File: config.mk
export PLATFORM = sky130hd
export DESIGN_NAME = port_mode_config
export DESIGN_NICKNAME = d
export VERILOG_FILES = /design/src/rtl/port_mode_pkg.sv /design/src/rtl/port_mode_config.sv
export SDC_FILE = /design/constraint.sdc
export NUM_CORES = 1
export LEC_CHECK = 0
export BUFFER_PORTS_ARGS = -buffer_cell sky130_fd_sc_hd__buf_4
export CORE_MARGIN = 2
export CORE_UTILIZATION = 43
export CTS_BUF_LIST = sky130_fd_sc_hd__clkbuf_2 sky130_fd_sc_hd__clkbuf_4 sky130_fd_sc_hd__clkbuf_8
export DETAILED_ROUTE_END_ITERATION = 12
export PLACE_DENSITY = 0.8
export SKIP_LAST_GASP = 1
export SYNTH_ARGS = -nofsm -noshare
export SYNTH_HDL_FRONTEND = slang
export SYNTH_SLANG_ARGS = --single-unit
File: constraint.sdc
create_clock -name sys_clk_i -period 2.9 [get_ports sys_clk_i]
set_input_delay 0.87 -clock sys_clk_i [delete_from_list [all_inputs] [get_ports sys_clk_i]]
set_output_delay 0.87 -clock sys_clk_i [all_outputs]
set_load 0.05 [all_outputs]
File: src/rtl/port_mode_pkg.sv
package port_mode_pkg;

  // Register offsets within the I/O register block. The block decodes the low address byte.
  localparam logic [7:0] OFS_FSEL_A  = 8'h02;
  localparam logic [7:0] OFS_FSEL_B  = 8'h03;
  localparam logic [7:0] OFS_DIR_A   = 8'h06;
  localparam logic [7:0] OFS_DIR_B   = 8'h07;
  localparam logic [7:0] OFS_DIR_C   = 8'h12;
  localparam logic [7:0] OFS_DIR_D   = 8'h13;
  localparam logic [7:0] OFS_DRV_A   = 8'h08;
  localparam logic [7:0] OFS_DRV_B   = 8'h09;
  localparam logic [7:0] OFS_DRV_C   = 8'h14;
  localparam logic [7:0] OFS_DRV_D   = 8'h15;
  localparam logic [7:0] OFS_PERIPH  = 8'h2C;

  localparam logic [7:0] CFG_RESET   = 8'h00;
  localparam int         PERIPH_BIT  = 7;
  localparam logic [7:0] PORT_D_MASK = 8'h07;
  localparam logic [7:0] HI_NIB_MASK = 8'hF0;
  localparam logic [7:0] LO_NIB_MASK = 8'h0F;

  typedef enum logic [1:0] {
    HOST_GENERIC_MUX,
    HOST_WIDE_ADDR,
    HOST_PAGE_MODE,
    HOST_NON_MUX
  } host_bus_t;

  typedef struct packed {
    logic [7:0] fsel;
    logic [7:0] dir;
    logic [7:0] drv;
  } port_cfg_t;

  typedef struct packed {
    logic [7:0] out;
    logic [7:0] oe;
    logic [7:0] open_drain;
    logic [7:0] fast_slew;
  } pin_drive_t;

endpackage : port_mode_pkg

File: src/rtl/port_mode_config.sv
`timescale 1ns/10ps

module port_mode_config
  import port_mode_pkg::*;
#(
  parameter int W = 8
) (
  input  wire logic             sys_clk_i,
  input  wire logic             rst_n_i,
  // Host register access, one-cycle strobes from the bus interface.
  input  wire logic             io_sel_i,
  input  wire logic [7:0]       reg_addr_i,
  input  wire logic             wr_stb_i,
  input  wire logic             rd_stb_i,
  input  wire logic [7:0]       wr_data_i,
  output logic      [7:0]       rd_data_o,
  // Host bus shape and address capture.
  input  wire host_bus_t        host_bus_i,
  input  wire logic             data_port_cfg_i,
  input  wire logic [15:0]      host_addr_i,
  input  wire logic             address_latch_strobe_i,
  input  wire logic [7:0]       host_data_i,
  input  wire logic             host_rd_i,
  output logic      [7:0]       host_data_o,
  output logic                  host_data_oe_o,
  // Programmable-logic terms per port (A, B, C, D).
  input  wire logic [4*W-1:0]   plogic_out_i,
  input  wire logic [4*W-1:0]   plogic_oe_i,
  input  wire logic [4*W-1:0]   data_out_i,
  input  wire logic [4*W-1:0]   addr_in_sel_i,
  input  wire logic             peripheral_select_a_i,
  input  wire logic             peripheral_select_b_i,
  input  wire logic             test_port_select_term_i,
  input  wire logic             test_port_cfg_i,
  input  wire logic             test_port_enable_i,
  input  wire logic [4*W-1:0]   pin_i,
  output pin_drive_t            port_a_o,
  output pin_drive_t            port_b_o,
  output pin_drive_t            port_c_o,
  output pin_drive_t            port_d_o,
  output logic      [4*W-1:0]   input_macrocell_o,
  output logic                  test_port_en_o
);

  port_cfg_t  cfg_a_q;
  port_cfg_t  cfg_b_q;
  port_cfg_t  cfg_c_q;
  port_cfg_t  cfg_d_q;
  logic [7:0] periph_q;
  logic [4*W-1:0] pin_s1_q;
  logic [4*W-1:0] pin_s2_q;
  logic [4*W-1:0] pin_s3_q;
  logic [4*W-1:0] pin_f_q;
  logic [2:0] strobe_sync_q;
  logic       strobe_f_q;
  logic [7:0] lat_lo_q;
  logic [7:0] lat_hi_q;
  logic       wr_hit;

  assign wr_hit = io_sel_i & wr_stb_i;

  // Register writes update in the same edge the write strobe is taken, so a pin
  // changes mode the cycle after the host write with no extra settling stage.
  always_ff @(posedge sys_clk_i or negedge rst_n_i) begin
    if (!rst_n_i) begin
      cfg_a_q <= '{CFG_RESET, CFG_RESET, CFG_RESET};
    end else if (wr_hit) begin
      if (reg_addr_i == OFS_FSEL_A) begin
        cfg_a_q.fsel <= wr_data_i;
      end
      if (reg_addr_i == OFS_DIR_A) begin
        cfg_a_q.dir <= wr_data_i;
      end
      if (reg_addr_i == OFS_DRV_A) begin
        cfg_a_q.drv <= wr_data_i;
      end
    end
  end

  always_ff @(posedge sys_clk_i or negedge rst_n_i) begin
    if (!rst_n_i) begin
      cfg_b_q <= '{CFG_RESET, CFG_RESET, CFG_RESET};
    end else if (wr_hit) begin
      if (reg_addr_i == OFS_FSEL_B) begin
        cfg_b_q.fsel <= wr_data_i;
      end
      if (reg_addr_i == OFS_DIR_B) begin
        cfg_b_q.dir <= wr_data_i;
      end
      if (reg_addr_i == OFS_DRV_B) begin
        cfg_b_q.drv <= wr_data_i;
      end
    end
  end

  // Ports C and D have no select register; their select field stays zero for good.
  always_ff @(posedge sys_clk_i or negedge rst_n_i) begin
    if (!rst_n_i) begin
      cfg_c_q <= '{CFG_RESET, CFG_RESET, CFG_RESET};
    end else if (wr_hit) begin
      if (reg_addr_i == OFS_DIR_C) begin
        cfg_c_q.dir <= wr_data_i;
      end
      if (reg_addr_i == OFS_DRV_C) begin
        cfg_c_q.drv <= wr_data_i;
      end
    end
  end

  // Port D has three pins, so the upper bits are dropped at the write.
  always_ff @(posedge sys_clk_i or negedge rst_n_i) begin
    if (!rst_n_i) begin
      cfg_d_q <= '{CFG_RESET, CFG_RESET, CFG_RESET};
    end else if (wr_hit) begin
      if (reg_addr_i == OFS_DIR_D) begin
        cfg_d_q.dir <= wr_data_i & PORT_D_MASK;
      end
      if (reg_addr_i == OFS_DRV_D) begin
        cfg_d_q.drv <= wr_data_i & PORT_D_MASK;
      end
    end
  end

  always_ff @(posedge sys_clk_i or negedge rst_n_i) begin
    if (!rst_n_i) begin
      periph_q <= CFG_RESET;
    end else if (wr_hit && reg_addr_i == OFS_PERIPH) begin
      periph_q <= wr_data_i;
    end
  end

  // Read data is registered; unmapped offsets and the absent select registers read zero.
  always_ff @(posedge sys_clk_i or negedge rst_n_i) begin
    if (!rst_n_i) begin
      rd_data_o <= 8'h00;
    end else if (io_sel_i && rd_stb_i) begin
      unique case (reg_addr_i)
        OFS_FSEL_A: rd_data_o <= cfg_a_q.fsel;
        OFS_FSEL_B: rd_data_o <= cfg_b_q.fsel;
        OFS_DIR_A:  rd_data_o <= cfg_a_q.dir;
        OFS_DIR_B:  rd_data_o <= cfg_b_q.dir;
        OFS_DIR_C:  rd_data_o <= cfg_c_q.dir;
        OFS_DIR_D:  rd_data_o <= cfg_d_q.dir;
        OFS_DRV_A:  rd_data_o <= cfg_a_q.drv;
        OFS_DRV_B:  rd_data_o <= cfg_b_q.drv;
        OFS_DRV_C:  rd_data_o <= cfg_c_q.drv;
        OFS_DRV_D:  rd_data_o <= cfg_d_q.drv;
        OFS_PERIPH: rd_data_o <= periph_q;
        default:    rd_data_o <= 8'h00;
      endcase
    end
  end

  // Pins come from outside; three stages, and a change is taken once two agree.
  always_ff @(posedge sys_clk_i or negedge rst_n_i) begin
    if (!rst_n_i) begin
      pin_s1_q      <= '0;
      pin_s2_q      <= '0;
      pin_s3_q      <= '0;
      pin_f_q       <= '0;
      strobe_sync_q <= 3'h0;
      strobe_f_q    <= 1'b0;
    end else begin
      pin_s1_q      <= pin_i;
      pin_s2_q      <= pin_s1_q;
      pin_s3_q      <= pin_s2_q;
      pin_f_q       <= (pin_s2_q & pin_s3_q) | (pin_f_q & (pin_s2_q | pin_s3_q));
      strobe_sync_q <= {strobe_sync_q[1:0], address_latch_strobe_i};
      if (strobe_sync_q[1] == strobe_sync_q[2]) begin
        strobe_f_q <= strobe_sync_q[2];
      end
    end
  end

  // Address-in capture on the falling strobe, only for pins the decode uses.
  always_ff @(posedge sys_clk_i or negedge rst_n_i) begin
    if (!rst_n_i) begin
      input_macrocell_o <= '0;
    end else begin
      for (int i = 0; i < 4*W; i++) begin
        if (strobe_f_q && (strobe_sync_q[1] == strobe_sync_q[2]) && !strobe_sync_q[2]
            && addr_in_sel_i[i]) begin
          input_macrocell_o[i] <= pin_f_q[i];
        end else if (!addr_in_sel_i[i]) begin
          input_macrocell_o[i] <= pin_f_q[i];
        end
      end
    end
  end

  // Except in HOST_NON_MUX, where it is loaded every cycle, the host address is latched on the strobe so it stays valid through the data phase.
  always_ff @(posedge sys_clk_i or negedge rst_n_i) begin
    if (!rst_n_i) begin
      lat_lo_q <= 8'h00;
      lat_hi_q <= 8'h00;
    end else if (address_latch_strobe_i || host_bus_i == HOST_NON_MUX) begin
      lat_lo_q <= host_addr_i[7:0];
      lat_hi_q <= host_addr_i[15:8];
    end
  end

  function automatic pin_drive_t drive_pins(
    input logic [7:0] src,
    input logic [7:0] oe,
    input logic [7:0] od_mask,
    input logic [7:0] drv
  );
    pin_drive_t p;
    p.out        = src;
    p.oe         = oe;
    p.open_drain = drv & od_mask;
    p.fast_slew  = drv & ~od_mask;
    return p;
  endfunction : drive_pins

  logic [7:0] addr_a;
  logic [7:0] addr_b;
  logic [7:0] aen_a;
  logic [7:0] aen_b;
  logic [7:0] oe_a, oe_b, oe_c, oe_d;
  logic [7:0] src_a, src_b, src_c, src_d;
  logic [7:0] lt_oe [4];
  logic       periph_mode;
  logic       periph_sel;

  // Latched address nibble placement depends on the host bus shape.
  always_comb begin
    addr_a = {lat_lo_q[7:4], lat_lo_q[3:0]};
    addr_b = {lat_lo_q[7:4], lat_lo_q[3:0]};
    aen_a  = 8'hFF;
    aen_b  = 8'hFF;
    unique case (host_bus_i)
      HOST_GENERIC_MUX: ;
      HOST_WIDE_ADDR: begin
        aen_a  = HI_NIB_MASK;
        addr_b = {4'h0, lat_hi_q[3:0]};
        aen_b  = LO_NIB_MASK;
      end
      HOST_PAGE_MODE: begin
        aen_a  = 8'h00;
        addr_b = lat_hi_q;
      end
      HOST_NON_MUX: aen_a = 8'h00;
    endcase
  end

  assign periph_mode = periph_q[PERIPH_BIT] & ~data_port_cfg_i;
  assign periph_sel  = peripheral_select_a_i | peripheral_select_b_i;

  for (genvar p = 0; p < 4; p++) begin : g_oe
    assign lt_oe[p] = plogic_oe_i[p*W +: 8];
  end

  // Port A: the data port and the peripheral buffer take the whole port over.
  always_comb begin
    // the pin drives when direction or logic enable is 1.
    oe_a = cfg_a_q.dir | lt_oe[0];
    for (int i = 0; i < 8; i++) begin
      // address out needs the select bit and the bus-shape address enable.
      src_a[i] = (cfg_a_q.fsel[i] & aen_a[i]) ? addr_a[i]
               : (lt_oe[0][i] ? plogic_out_i[i] : data_out_i[i]);
    end
    if (data_port_cfg_i) begin
      src_a = host_data_i;
      oe_a  = {8{host_rd_i}};
    end else if (periph_mode) begin
      src_a = host_data_i;
      oe_a  = {8{periph_sel & ~host_rd_i}};
    end
  end

  // Port B carries address out but has no data port or buffer mode.
  always_comb begin
    oe_b = cfg_b_q.dir | lt_oe[1];
    for (int i = 0; i < 8; i++) begin
      src_b[i] = (cfg_b_q.fsel[i] & aen_b[i]) ? addr_b[i]
               : (lt_oe[1][i] ? plogic_out_i[W+i] : data_out_i[W+i]);
    end
  end

  // Ports C and D never carry address out, so only the logic enable steers the source.
  // A plain OR of the two sources would let output data corrupt a logic output.
  always_comb begin
    oe_c  = cfg_c_q.dir | lt_oe[2];
    oe_d  = (cfg_d_q.dir | lt_oe[3]) & PORT_D_MASK;
    src_c = (plogic_out_i[2*W +: 8] & lt_oe[2])
          | (data_out_i[2*W +: 8] & ~lt_oe[2]);
    src_d = (plogic_out_i[3*W +: 8] & lt_oe[3])
          | (data_out_i[3*W +: 8] & ~lt_oe[3]);
  end

  // Host-facing data path for data port and peripheral buffer reads.
  always_ff @(posedge sys_clk_i or negedge rst_n_i) begin
    if (!rst_n_i) begin
      host_data_o <= 8'h00;
    end else begin
      host_data_o <= pin_f_q[7:0];
    end
  end

  assign host_data_oe_o = host_rd_i & (data_port_cfg_i | (periph_mode & periph_sel));

  always_comb begin
    port_a_o = drive_pins(src_a, oe_a, HI_NIB_MASK, cfg_a_q.drv);
    port_b_o = drive_pins(src_b, oe_b, HI_NIB_MASK, cfg_b_q.drv);
    port_c_o = drive_pins(src_c, oe_c, 8'hFF, cfg_c_q.drv);
    port_d_o = drive_pins(src_d, oe_d, 8'h00, cfg_d_q.drv);
  end

  assign test_port_en_o = test_port_select_term_i | test_port_cfg_i | test_port_enable_i;

endmodule : port_mode_config

==> impl_metrics.yaml <==
hold_path:
  hold_class: "input port to async pin"
yosys:
  synth_area_per_cell_sq_um: 13.24
  synth_edf_count: 0
  synth_cell_types: 52
  ys_ff_latch: 274
  ys_warn_count: 0
  synth_cells: 860
  async_flop_share: 1.000
  ys_seq_area_frac: 0.6021
  synth_ff_type: "dfrtp_1"
  syn_area_sq_um: 11390
worst_setup_path:
  reg2regPathDepth: 3
  required_ns: 2.03
  arrival_ns: 2.01
  reg2reg_slack_ns: 1.34
  crit_fanout: 6
  startpoint_type: "input port"
  endpoint_kind: "output port"
  crit_type: "input port to output port"
  r2r-end: "rd_data_o[2]"
  r2r_start: "cfg_b_q[18]"
final_layout:
  fin_util: 0.5940
  finalInstanceArea_sq_um: 15480
  register_area_sq_um: 6857
  multi_input_area_sq_um: 4148
  fin_nets: 1456
  mostFrequentLayoutCell: "buf_4"
  area_delta_synth_final_pct: 35.93
  fillers: 2082
  layout_common_cells: "368 x buf_4, 274 x dfrtp_1, 146 x mux2_2"
  final_layout_size_suffix_gt1_frac: 0.5259
  diodes: 0
timing:
  final.min_clock_period_ns: 2.877
  hold_viol: 0
  post-route-period-util: 0.9920
  rsz0062_at_grt: "true"
  layout_setup_ws_ns: 0.02315
  relSlewSlack: 0.5871
  slew_violations: 0
  fin_worst_skew_ns: 0.01535
  fmax_ghz: 0.3476
  tightest_slew_ns: 0.6193
  holdWs_ns: 0.3260
  finalSetupViolCount: 0
run_status:
  status: "complete, no violations"
cts:
  h-tree-depth: 2
  root_buffer: "clkbuf_8"
  clock-sinks: 274
  cts_tree: "yes"
  clockBufferDepth: 3
  ctsHoldBuffers: 0
  path_clk_slew_ns: 0.06
  insertion_delay_ns: 0.54
  cts_buffers: 44
routing:
  wirelength_microns: 30170
  first_pass_iters: 6
  wl_per_cell_microns: 18.77
  ant_nets: 0
  drc: 0
  vias_per_cell: 5.024
  drt_iter0_drc: 421
  num_vias: 8074
global_route:
  use_met3: 0.04634
  grt_overflow: 0
  use_met1: 0.2625
  grt_busiest_layer: "met2"
  grt_use_total: 0.2140
  first_global_vias: 8282
  grt_pass1_wl_microns: 46320
  grt_max_degree: 80
  grtUsageMet2: 0.3775
  antenna_found_initial: 0
flow_run:
  drv_cap: 0
pwr:
  p_total_mw: 9.647
  p_leak_nw: 7.533
  ir_drop_uv: 496.0
  power_density_nw_per_um2: 623.2
place:
  dpl.hpwl_microns: 23080
  postPlaceCellArea_sq_um: 14330
  io_buffers: 350
  gp_congestion: 0.9166
  pre_cts_slack_ns: -0.2403
die:
  core_area_sq_um: 26060
  pin_count: 393
  start_util: 0.4370
  num_rows: 59
  dieArea_sq_um: 27800
  die_w_microns: 166.7
  die_y_microns: 166.7
-- flip-flops by register name, summed over array words and instances, names as in the netlist, 16 cells and up --
register           cells
input_macrocell_o     32
pin_f_q               32
pin_s1_q              32
pin_s2_q              32
pin_s3_q              32
cfg_a_q               16
cfg_b_q               16
-- worst max-delay path: stages --
cell	delay [ns]
buf_6	0.11
inv_6	0.06
ha_4	0.22
buf_6	0.14
o22ai_4	0.16
buf_6	0.13
nand2_2	0.05
o21ai_2	0.08
buf_6	0.17
-- worst max path at each step --
stage / endpoint / cells after the start / slack [ns] / start
2_1_floorplan: port_a_o[16] / 4 / -0.35 / data_port_cfg_i
4_1_cts: port_b_o[27] / 9 / -0.02 / host_bus_i[1]
5_1_grt: port_b_o[27] / 9 / -0.03 / host_bus_i[1]
6_report: port_b_o[27] / 9 / 0.02 / host_bus_i[1]
3_3_place_gp: port_b_o[27] / 9 / -0.19 / host_bus_i[0]
3_5_place_dp: port_b_o[27] / 9 / -0.24 / host_bus_i[0]
-- cell usage after synthesis, drive strengths merged (5+ instances only) --
| cell type | number | area, sq um |
|---|---|---|
| nand3 | 16 | 85.08 |
| o21ai | 46 | 230.2 |
| maj3 | 33 | 330.3 |
| inv | 11 | 41.29 |
| nor2b | 7 | 43.79 |
| nand2 | 81 | 304.0 |
| clkbuf | 17 | 63.81 |
| nor2 | 23 | 108.9 |
| a32oi | 5 | 43.79 |
| or2 | 20 | 125.1 |
| mux2 | 146 | 1644 |
| a22oi | 12 | 90.09 |
| dfrtp | 274 | 6857 |
| a21oi | 11 | 55.05 |
| mux2i | 25 | 250.2 |
| buf | 78 | 563.0 |
-- cells by family (layout without fill, tap and decap cells) --
kind of cell,Yosys count,in the layout,share of synthesized area
and+or+nand+nor,170,170,0.07987
adders and majority gates,37,37,0.03340
AOI/OAI and AO/OA,98,98,0.05339
other,1,42,0.0003293
muxes,174,174,0.1723
DFF,274,274,0.6021
buffers and inverters,106,477,0.05867
-- final cells by class --
type,instances,share of cell area
flip-flops and latches,274,0.4429
multi-input cells,521,0.2679
repair buffers,385,0.1928
clock buffers,76,0.06070
well taps,335,0.02708
clock inverters,5,0.005254
inverters,11,0.003314
-- per-layer routing --
layer,vias up,part of all wire
li1,3692,-
met4,0,0.023
met2,388,0.51
met5,-,0
met3,49,0.074
met1,3945,0.39
-- per-stage QoR --
step	setup TNS [ns]	std cells
floorplan	-2.569	901
global placement	-1.336	1525
CTS	-0.01591	1607
detailed placement	-1.671	1525
global route	-0.04425	1607
finish	0	1607
-- report_power, final --
group	leakage, nW	internal (mW)	switching (mW)
combinational	3.60	0.659	1.09
sequential	3.39	4.08	0.157
clock	0.539	2.21	1.45
-- repair_timing --
| action | 4_1_cts | 5_1_grt |
|---|---|---|
| resized for setup | 23 | 16 |
| setup endpoints to repair | 22 | 13 |
| pin swaps | 1 | 2 |
| setup buffers | 1 | 0 |
(Power assumes the default switching activity.)
